`src/core/alu_flags_pkg.sv`:
```
// Constants and types shared by the flag-updating datapath.
package alu_flags_pkg;

    // ------------------------------------------------------------------
    // APB map
    // ------------------------------------------------------------------
    localparam logic [7:0] OFS_OPA = 8'h00;
    localparam logic [7:0] OFS_OPB = 8'h04;
    localparam logic [7:0] OFS_CMD = 8'h08;
    localparam logic [7:0] OFS_RESULT = 8'h0C;
    localparam logic [7:0] OFS_FLAGS = 8'h10;
    localparam logic [7:0] OFS_PTR = 8'h14;
    localparam logic [7:0] OFS_SSP = 8'h18;
    localparam logic [7:0] OFS_USP = 8'h1C;

    // ------------------------------------------------------------------
    // Flag register layout and reset values
    // ------------------------------------------------------------------
    localparam logic [7:0] FLAG_REG_NUM = 8'hE7;
    localparam int FB_SEL = 0;
    localparam int FB_USER = 1;
    localparam int FB_H = 2;
    localparam int FB_D = 3;
    localparam int FB_V = 4;
    localparam int FB_S = 5;
    localparam int FB_Z = 6;
    localparam int FB_C = 7;
    localparam logic [7:0] FLAGS_RST = 8'h00;
    localparam logic [15:0] PTR_RST = 16'h0000;
    localparam logic [15:0] SP_RST = 16'h0000;

    // ------------------------------------------------------------------
    // Command word layout
    // ------------------------------------------------------------------
    localparam int CMD_OP_LSB = 0;
    localparam int CMD_WORD_BIT = 5;
    localparam int CMD_BIT_LSB = 8;
    localparam int CMD_SBIT_LSB = 11;
    localparam int CMD_MODE_LSB = 16;
    localparam int CMD_SMAP_BIT = 20;
    localparam int CMD_DMAP_BIT = 21;

    typedef enum logic [4:0] {
        OP_ADD, OP_ADC, OP_SUB, OP_SUBC, OP_AND, OP_OR, OP_XOR, OP_TM,
        OP_SHL, OP_SHR, OP_RORC, OP_ROLC, OP_DIV, OP_DIVSTEP, OP_BITLD, OP_BAND,
        OP_BOR, OP_BXOR, OP_PUSH_S, OP_POP_S, OP_PUSH_U, OP_POP_U,
        OP_EFA_S, OP_EFA_U, OP_SEL_PROG, OP_SEL_DATA, OP_NOP
    } op_type;

    typedef enum logic [3:0] {
        AM_NONE, AM_POSTINC, AM_PREDEC, AM_M2M, AM_IDX_SHORT, AM_IDX_LONG
    } mode_type;

endpackage

```
`src/core/alu_flags_core.sv`:
```
// Flag-updating ALU datapath with pointer, stack and memory-space logic.
`timescale 1ns/1ps
`default_nettype none

// Contract
// - Memory-space select bit in flags routes all later memory accesses except memory-to-memory.
// - Memory-to-memory post-increment takes both maps from the command.
// - Register operands usable as 8 or 16 bit data or pointers.
// - Short immediates/offsets 8 bits; long ones and addresses 16 bits.
// - Bit operands select bit 0 to 7 of a byte.
// - Pre-decrement adjusts pointer before access; post-increment after.
// - Block transfers with post-increment pointers are byte loads only.
// - Byte add with or without carry: C Z S V H updated, D cleared.
// - Byte subtract with or without borrow: C Z S V H updated, D set.
// - Logic and test-mask: C kept, Z S updated, V cleared.
// - Byte shift left: C Z S H updated, V D cleared.
// - Shift right: byte clears D; word keeps D, clears V.
// - Rotate through carry: C S V updated, Z byte only, D H kept.
// - 16/8 divide sets C and D, updates Z S.
// - Two independent stacks with push, word push, address push, pop.
// - Bit operations on any register bit leave flags unchanged.
// - Datapath handles bits, nibbles, bytes and words.
// - Flags live in register 231; bit 0 mirrored on a pin.
module alu_flags_core
    import alu_flags_pkg::*;
(
    input wire logic clk_sys,
    input wire logic rstn,
    input wire logic psel,
    input wire logic penable,
    input wire logic pwrite,
    input wire logic [7:0] paddr,
    input wire logic [31:0] pwdata,
    output logic [31:0] prdata,
    output logic pready,
    output logic pslverr,
    output logic memory_space_select,
    output logic [15:0] mem_addr_ff,
    output logic src_space_ff,
    output logic dst_space_ff
);

    // ------------------------------------------------------------------
    // Registers
    // ------------------------------------------------------------------
    logic [15:0] opa_ff;
    logic [15:0] opb_ff;
    logic [31:0] cmd_ff;
    logic [15:0] result_ff;
    logic [7:0] flags_ff;
    logic [15:0] ptr_ff;
    logic [15:0] ssp_ff;
    logic [15:0] usp_ff;
    logic [31:0] prdata_ff;
    logic pready_ff;
    logic pslverr_ff;
    logic sel_ff;

    logic wr_go;
    logic rd_go;
    logic go;
    logic [15:0] nxt_result;
    logic [7:0] nxt_flags;
    logic [15:0] nxt_ptr;
    logic [15:0] nxt_addr;
    logic addr_hit;

    op_type op;
    mode_type mode;
    logic word;
    logic [2:0] bsel;
    logic [2:0] sbsel;

    // Writes commit at the completing edge, when pready is sampled high.
    assign wr_go = psel && penable && pwrite && pready_ff;
    assign rd_go = psel && penable && !pwrite && !pready_ff;
    assign go = wr_go && paddr == OFS_CMD;
    assign op = op_type'(pwdata[CMD_OP_LSB +: 5]);
    assign mode = mode_type'(pwdata[CMD_MODE_LSB +: 4]);
    assign word = pwdata[CMD_WORD_BIT];
    assign bsel = pwdata[CMD_BIT_LSB +: 3];
    assign sbsel = pwdata[CMD_SBIT_LSB +: 3];
    assign addr_hit = paddr == OFS_OPA || paddr == OFS_OPB || paddr == OFS_CMD
        || paddr == OFS_RESULT || paddr == OFS_FLAGS || paddr == OFS_PTR
        || paddr == OFS_SSP || paddr == OFS_USP;

    // ------------------------------------------------------------------
    // Arithmetic and flag update
    // ------------------------------------------------------------------
    always_comb begin
        logic [16:0] sum;
        logic [4:0] nib;
        logic cin;
        logic [15:0] bv;
        logic [15:0] res;
        logic msb;
        logic bit_a;
        logic bit_b;
        sum = 17'h00000;
        nib = 5'h00;
        cin = 1'b0;
        bv = opb_ff;
        res = 16'h0000;
        msb = 1'b0;
        bit_a = opa_ff[bsel];
        bit_b = opb_ff[sbsel];
        nxt_flags = flags_ff;
        nxt_result = result_ff;
        case (op)
            OP_ADD, OP_ADC, OP_SUB, OP_SUBC: begin
                cin = (op == OP_ADC || op == OP_SUBC) ? flags_ff[FB_C] : 1'b0;
                if (op == OP_SUB || op == OP_SUBC) begin
                    bv = ~opb_ff;
                    cin = ~cin;
                end
                if (word) begin
                    sum = {1'b0, opa_ff} + {1'b0, bv} + {16'h0000, cin};
                    res = sum[15:0];
                    msb = res[15];
                    nxt_flags[FB_C] = sum[16] ^ (op == OP_SUB || op == OP_SUBC);
                    nxt_flags[FB_V] = (opa_ff[15] == bv[15]) && (msb != opa_ff[15]);
                end else begin
                    sum = {9'h000, opa_ff[7:0]} + {9'h000, bv[7:0]} + {16'h0000, cin};
                    res = {8'h00, sum[7:0]};
                    msb = res[7];
                    nib = {1'b0, opa_ff[3:0]} + {1'b0, bv[3:0]} + {4'h0, cin};
                    nxt_flags[FB_C] = sum[8] ^ (op == OP_SUB || op == OP_SUBC);
                    nxt_flags[FB_V] = (opa_ff[7] == bv[7]) && (msb != opa_ff[7]);
                    nxt_flags[FB_H] = nib[4] ^ (op == OP_SUB || op == OP_SUBC);
                    nxt_flags[FB_D] = (op == OP_SUB || op == OP_SUBC);
                end
                nxt_flags[FB_Z] = (word ? res : {8'h00, res[7:0]}) == 16'h0000;
                nxt_flags[FB_S] = msb;
                nxt_result = res;
            end
            OP_AND, OP_OR, OP_XOR, OP_TM: begin
                res = (op == OP_OR) ? (opa_ff | opb_ff) :
                      (op == OP_XOR) ? (opa_ff ^ opb_ff) : (opa_ff & opb_ff);
                if (!word) begin
                    res = {8'h00, res[7:0]};
                end
                nxt_flags[FB_Z] = res == 16'h0000;
                nxt_flags[FB_S] = word ? res[15] : res[7];
                nxt_flags[FB_V] = 1'b0;
                if (op != OP_TM) begin
                    nxt_result = res;
                end
            end
            OP_SHL: begin
                res = word ? {opa_ff[14:0], 1'b0} : {8'h00, opa_ff[6:0], 1'b0};
                nxt_flags[FB_C] = word ? opa_ff[15] : opa_ff[7];
                nxt_flags[FB_Z] = res == 16'h0000;
                nxt_flags[FB_S] = word ? res[15] : res[7];
                nxt_flags[FB_V] = 1'b0;
                if (!word) begin
                    nxt_flags[FB_D] = 1'b0;
                    nxt_flags[FB_H] = opa_ff[3];
                end
                nxt_result = res;
            end
            OP_SHR: begin
                res = word ? {opa_ff[15], opa_ff[15:1]} : {8'h00, opa_ff[7], opa_ff[7:1]};
                nxt_flags[FB_C] = opa_ff[0];
                nxt_flags[FB_S] = word ? res[15] : res[7];
                nxt_flags[FB_V] = 1'b0;
                nxt_flags[FB_H] = opa_ff[4];
                if (!word) begin
                    nxt_flags[FB_Z] = res == 16'h0000;
                    nxt_flags[FB_D] = 1'b0;
                end
                nxt_result = res;
            end
            OP_RORC, OP_ROLC: begin
                if (op == OP_RORC) begin
                    res = word ? {flags_ff[FB_C], opa_ff[15:1]} :
                        {8'h00, flags_ff[FB_C], opa_ff[7:1]};
                    nxt_flags[FB_C] = opa_ff[0];
                end else begin
                    res = word ? {opa_ff[14:0], flags_ff[FB_C]} :
                        {8'h00, opa_ff[6:0], flags_ff[FB_C]};
                    nxt_flags[FB_C] = word ? opa_ff[15] : opa_ff[7];
                end
                msb = word ? res[15] : res[7];
                nxt_flags[FB_S] = msb;
                nxt_flags[FB_V] = msb ^ (word ? opa_ff[15] : opa_ff[7]);
                if (!word) begin
                    nxt_flags[FB_Z] = res == 16'h0000;
                end
                nxt_result = res;
            end
            OP_DIV: begin
                if (opb_ff[7:0] != 8'h00) begin
                    res[7:0] = 8'((opa_ff / {8'h00, opb_ff[7:0]}));
                    res[15:8] = 8'((opa_ff % {8'h00, opb_ff[7:0]}));
                end else begin
                    res = 16'hFFFF;
                end
                nxt_flags[FB_C] = 1'b1;
                nxt_flags[FB_D] = 1'b1;
                nxt_flags[FB_Z] = res[7:0] == 8'h00;
                nxt_flags[FB_S] = res[7];
                nxt_result = res;
            end
            OP_DIVSTEP: begin
                nxt_result = {opa_ff[14:0], 1'b0} - opb_ff;
            end
            OP_BITLD, OP_BAND, OP_BOR, OP_BXOR: begin
                res = opa_ff;
                res[bsel] = (op == OP_BITLD) ? bit_b : (op == OP_BAND) ? (bit_a & bit_b) :
                    (op == OP_BOR) ? (bit_a | bit_b) : (bit_a ^ bit_b);
                nxt_result = res;
            end
            OP_SEL_PROG: nxt_flags[FB_SEL] = 1'b0;
            OP_SEL_DATA: nxt_flags[FB_SEL] = 1'b1;
            default: nxt_result = result_ff;
        endcase
    end

    // ------------------------------------------------------------------
    // Pointer adjustment and memory address
    // ------------------------------------------------------------------
    always_comb begin
        nxt_ptr = ptr_ff;
        nxt_addr = ptr_ff;
        case (mode)
            AM_PREDEC: begin
                nxt_ptr = word ? ptr_ff - 16'h0002 : ptr_ff - 16'h0001;
                nxt_addr = nxt_ptr;
            end
            AM_POSTINC, AM_M2M: begin
                nxt_ptr = (word && mode == AM_POSTINC) ? ptr_ff + 16'h0002 :
                    ptr_ff + 16'h0001;
            end
            AM_IDX_SHORT: nxt_addr = ptr_ff + {8'h00, opb_ff[7:0]};
            AM_IDX_LONG: nxt_addr = ptr_ff + opb_ff;
            default: nxt_addr = ptr_ff;
        endcase
    end

    always_ff @(posedge clk_sys) begin
        if (!rstn) begin
            ptr_ff <= PTR_RST;
            mem_addr_ff <= 16'h0000;
            src_space_ff <= 1'b0;
            dst_space_ff <= 1'b0;
        end else if (wr_go && paddr == OFS_PTR) begin
            ptr_ff <= pwdata[15:0];
        end else if (go && mode != AM_NONE) begin
            ptr_ff <= nxt_ptr;
            mem_addr_ff <= nxt_addr;
            if (mode == AM_M2M) begin
                src_space_ff <= pwdata[CMD_SMAP_BIT];
                dst_space_ff <= pwdata[CMD_DMAP_BIT];
            end else begin
                src_space_ff <= flags_ff[FB_SEL];
                dst_space_ff <= flags_ff[FB_SEL];
            end
        end
    end

    // ------------------------------------------------------------------
    // Operands, result, flags and stacks
    // ------------------------------------------------------------------
    always_ff @(posedge clk_sys) begin
        if (!rstn) begin
            opa_ff <= 16'h0000;
            opb_ff <= 16'h0000;
            cmd_ff <= 32'h00000000;
            result_ff <= 16'h0000;
            flags_ff <= FLAGS_RST;
        end else if (wr_go) begin
            case (paddr)
                OFS_OPA: opa_ff <= pwdata[15:0];
                OFS_OPB: opb_ff <= pwdata[15:0];
                OFS_FLAGS: flags_ff <= pwdata[7:0];
                OFS_CMD: begin
                    cmd_ff <= pwdata;
                    result_ff <= nxt_result;
                    flags_ff <= nxt_flags;
                end
                default: cmd_ff <= cmd_ff;
            endcase
        end
    end

    always_ff @(posedge clk_sys) begin
        if (!rstn) begin
            ssp_ff <= SP_RST;
            usp_ff <= SP_RST;
        end else if (wr_go && paddr == OFS_SSP) begin
            ssp_ff <= pwdata[15:0];
        end else if (wr_go && paddr == OFS_USP) begin
            usp_ff <= pwdata[15:0];
        end else if (go) begin
            case (op)
                OP_PUSH_S, OP_EFA_S: ssp_ff <= ssp_ff - (word ? 16'h0002 : 16'h0001);
                OP_POP_S: ssp_ff <= ssp_ff + (word ? 16'h0002 : 16'h0001);
                OP_PUSH_U, OP_EFA_U: usp_ff <= usp_ff - (word ? 16'h0002 : 16'h0001);
                OP_POP_U: usp_ff <= usp_ff + (word ? 16'h0002 : 16'h0001);
                default: ssp_ff <= ssp_ff;
            endcase
        end
    end

    // ------------------------------------------------------------------
    // APB answer
    // ------------------------------------------------------------------
    always_ff @(posedge clk_sys) begin
        if (!rstn) begin
            prdata_ff <= 32'h00000000;
            pready_ff <= 1'b0;
            pslverr_ff <= 1'b0;
            sel_ff <= 1'b0;
        end else begin
            pready_ff <= psel && penable && !pready_ff;
            pslverr_ff <= psel && penable && !pready_ff && !addr_hit;
            sel_ff <= flags_ff[FB_SEL];
            if (rd_go) begin
                case (paddr)
                    OFS_OPA: prdata_ff <= {16'h0000, opa_ff};
                    OFS_OPB: prdata_ff <= {16'h0000, opb_ff};
                    OFS_CMD: prdata_ff <= cmd_ff;
                    OFS_RESULT: prdata_ff <= {16'h0000, result_ff};
                    OFS_FLAGS: prdata_ff <= {24'h000000, flags_ff};
                    OFS_PTR: prdata_ff <= {16'h0000, ptr_ff};
                    OFS_SSP: prdata_ff <= {16'h0000, ssp_ff};
                    OFS_USP: prdata_ff <= {16'h0000, usp_ff};
                    default: prdata_ff <= 32'h00000000;
                endcase
            end
        end
    end

    assign prdata = prdata_ff;
    assign pready = pready_ff;
    assign pslverr = pslverr_ff;
    assign memory_space_select = sel_ff;
endmodule

`default_nettype wire

```
`config.mk`:
```
export PLATFORM = sky130hd
export DESIGN_NAME = alu_flags_core
export DESIGN_NICKNAME = d
export VERILOG_FILES = /design/src/core/alu_flags_pkg.sv /design/src/core/alu_flags_core.sv
export SDC_FILE = /design/constraint.sdc
export NUM_CORES = 1
export LEC_CHECK = 0
export BUFFER_PORTS_ARGS = -buffer_cell sky130_fd_sc_hd__buf_2
export CAP_MARGIN = 20
export CORE_MARGIN = 8
export CORE_UTILIZATION = 25
export DETAILED_ROUTE_END_ITERATION = 10
export GPL_ROUTABILITY_DRIVEN = 0
export GPL_TIMING_DRIVEN = 0
export PLACE_DENSITY_LB_ADDON = 0.3
export SKIP_LAST_GASP = 1
export SYNTH_ARGS = -nofsm -noshare
export SYNTH_HDL_FRONTEND = slang
export SYNTH_SLANG_ARGS = --single-unit
```
`constraint.sdc`:
```
create_clock -name clk_sys -period 37.7 [get_ports clk_sys]
set_clock_uncertainty 0.2 [all_clocks]
set_input_delay 5.655 -clock clk_sys [delete_from_list [all_inputs] [get_ports clk_sys]]
set_output_delay 5.655 -clock clk_sys [all_outputs]
set_load 0.01 [all_outputs]
```
==> flow_summary_export.csv <==
group,metric,value,unit
run_status,status,"finished clean",
min_path,hold_path_class,"flop to flop",
synthesis,synth_top_area_share,18.5,%
setup_path,cp-end-kind,"flop",
global_route,grt_start_max_net_pins,20,
timing,maxClockFrequency,28.5,MHz
global_route,antenna_found_initial,5,
placed_design,hpwlAfterDp,65600,µm
timing,setup_repair_after_global_routing_missed_its_margin,"false",
synthesis,synth_cells,2775,
route,detailedRoute.firstPassIterationCount,6,
placed_design,numPortBuffers,87,
cells_and_area,area_growth_syn_to_layout,12.4,%
clock_network,ctsLongestPathBuffers,2,
setup_path,critical_setup_path_class,"flop to flop",
clock_network,cts_buffers,17,
global_route,globalRouteOverflowTotal,0,
setup_path,slowest_stage,"or4_4",
cells_and_area,drive_above_1_share,9.34,%
setup_path,timing.critical_path.slowest_cell_delay,0.72,ns
setup_path,startpoint_type,"flop",
timing,report.final.setup_viol,0,
route,wl_per_cell,21.3,µm
setup_path,cp_data_arrival_time,35.17,ns
die,die_h,302,µm
global_route,grtUsageTotal,17.8,%
timing,final_period_minus_worst_setup_slack,35.04,ns
clock_network,worst_skew_pair_later_pin_latency,0.46,ns
synthesis,number_of_flops_mapped_to_enable_cells_by_yosys,0,
synthesis,post_synth_arst_share,0,%
cells_and_area,layout.cells.non_filler,3972,
run,maxCapViolations,0,
die,core,80700,µm²
synthesis,number_of_distinct_library_cells_after_synthesis,112,
global_route,wire_length_of_the_first_global_routing_pass,127000,µm
route,wirelength,84700,µm
timing,timing.hold.ws,0.258,ns
placed_design,place_worst_setup_slack,1.02,ns
timing,fin_crit_sh,92.9,%
setup_path,path_max_fanout,10,
timing,timing.max_slew.rel_slack,20.4,%
cells_and_area,finalNetCount,3164,
clock_network,cts_hold_repair.buffers,0,
synthesis,synthTopCellsByCount,"379 x nand2_1, 262 x a21oi_1, 214 x ha_1, 214 x nor2_1, 189 x dfxtp_1",
synthesis,synth-warning-count,0,
placed_design,dp.cells,3926,
synthesis,seq_area_frac_synth,18.5,%
die,io-pin-count,98,
timing,hold_viol_final,0,
synthesis,synth.top_cells.by_area,"dfxtp_1 19%, ha_1 13%, nand2_1 7.0%",
die,die-width,302,µm
timing,tightest_slew,1.19,ns
setup_path,worstPathRequired,37.83,ns
clock_network,ctsHtreeMaxLevel,4,
global_route,first_global_vias,20331,
clock_network,cts.sinks,189,
route,drtAntennaViolNets,0,
synthesis,ys_seq_elements,189,
route,dr_drc_count,0,
setup_path,timing.critical_path.mode_cell,"o21a_1",
synthesis,post_synth_net_total,3041,
synthesis,syn_area,20400,µm²
die,fp-row-count,104,
die,initial_utilization,25.3,%
timing,drv_slew,0,
synthesis,dominantRegCellSynth,"dfxtp_1",
timing,worst_slack,2.66,ns
clock_network,clock_tree.root_cell,"clkbuf_16",
clock_network,clkSlewWorstSetupHoldPaths,0.07,ns
clock_network,cts_tree,"yes",
route,viasPerCell,5.53,
timing,setup-tns-final,0,ns
synthesis,syn-mean-instance-area,7.35,µm²
synthesis,yosysMostFrequentCell,"nand2_1",
synthesis,cell_type_with_the_highest_aggregate_area_in_the_netlist,"dfxtp_1",
route,dr_total_vias,21949,
die,floorplan.die_area,91000,µm²
route,first_iter_violations,2263,
## cells in the final DEF (no fill, tap or decap), types with 15 or more instances in the layout
cell / netlist / final
nand2b_1: 21 / 21
nand4_1: 16 / 16
a221oi_1: 42 / 42
dfxtp_1: 189 / 188
a22o_1: 17 / 17
nor2b_1: 27 / 27
o21a_1: 48 / 48
o21ai_0: 152 / 152
inv_1: 114 / 112
and3_1: 20 / 20
a21boi_0: 26 / 26
and2_1: 15 / 15
o21bai_1: 41 / 41
buf_4: 4 / 18
mux2_2: 45 / 45
clkbuf_16: 0 / 17
nor2_1: 214 / 214
o211ai_1: 21 / 21
xor2_1: 21 / 21
mux2i_1: 22 / 22
nor4_1: 22 / 21
a31oi_1: 39 / 39
buf_2: 6 / 96
clkbuf_1: 144 / 142
nand3_1: 63 / 63
or3_1: 18 / 18
nor3_1: 93 / 93
ha_1: 214 / 214
a21o_1: 35 / 35
o31ai_1: 22 / 22
nand2_1: 379 / 379
a21oi_1: 262 / 262
xnor2_1: 107 / 107
a311oi_1: 16 / 16
a22oi_1: 53 / 53
a211oi_1: 26 / 26
## worst paths after layout
path | start | to | slack [ns] | cells after the start
worst min-delay path | cmd_ff[31] | cmd_ff[31] | 0.26 | 2
worst max-delay path | opb_ff[4] | result_ff[15] | 2.66 | 143
worst max register to register | opb_ff[4] | result_ff[15] | 2.66 | 143
worst min register to register | cmd_ff[31] | cmd_ff[31] | 0.26 | 2
## per-stage QoR
| stage | area (µm²) | util [%] |
|---|---|---|
| global placement | 22200 | 27.5 |
| detailed placement | 22200 | 27.5 |
| floorplan | 20400 | - |
| finish | 22900 | 28.4 |
| CTS | 22800 | 28.2 |
| global route | 22900 | 28.4 |
## flip-flops by register name (all words and copies together), names as in the netlist, 8 cells and up
signal and cells:
mem_addr_ff 16, ssp_ff 16, ptr_ff 16, flags_ff 8
prdata 32, opa_ff 16, opb_ff 16, result_ff 16
cmd_ff 32, usp_ff 16
## area by class of cell
class | instances | area [µm²]
Multi-Input combinational cell | 2303 | 15500
Sequential cell | 189 | 3780
Inverter | 116 | 443
Timing Repair Buffer | 106 | 578
Fill cell | 8883 | 57800
Clock buffer | 21 | 480
Antenna cell | 1 | 2.50
Buffer | 165 | 658
Clock inverter | 11 | 106
Tap cell | 1060 | 1330
## critical path, delay by kind of cell, from the launching register on
kind,cells,cell delay [ns]
compound gates,74,17.17
fa+ha+maj,15,4.58
buf+inv,8,1.29
flops,1,0.58
mux,10,3.34
simple gates,36,7.70
## metal layers
layer | vias up | GRT usage, % | part of all wire, %
li1 | 10447 | - | -
met1 | 10415 | 24.6 | 45
met2 | 918 | 27.4 | 44
met3 | 165 | 3.08 | 7.9
met4 | 4 | 6.27 | 3.3
met5 | - | 0 | 0.032
## cells by family (layout without fill, tap and decap cells)
family	count (synthesis)	in the layout	share of synthesized area, %
AND/OR/NAND/NOR	947	947	21.5
other	0	1	0
adder cells (fa/ha/maj)	221	221	13.8
AO/OA/AOI/OAI	929	929	30.7
buffers and inverters	283	419	5.40
flip-flops	189	189	18.5
XOR/XNOR	128	128	5.49
multiplexers	78	78	4.50
## repair_timing
action | CTS | global route
buffers inserted | 0 | 13
setup endpoints to repair | 0 | 10
gates resized for setup | 0 | 7
Power is not shown: default switching activity piles up to over one toggle a cycle in this logic, so the estimate is an artifact.
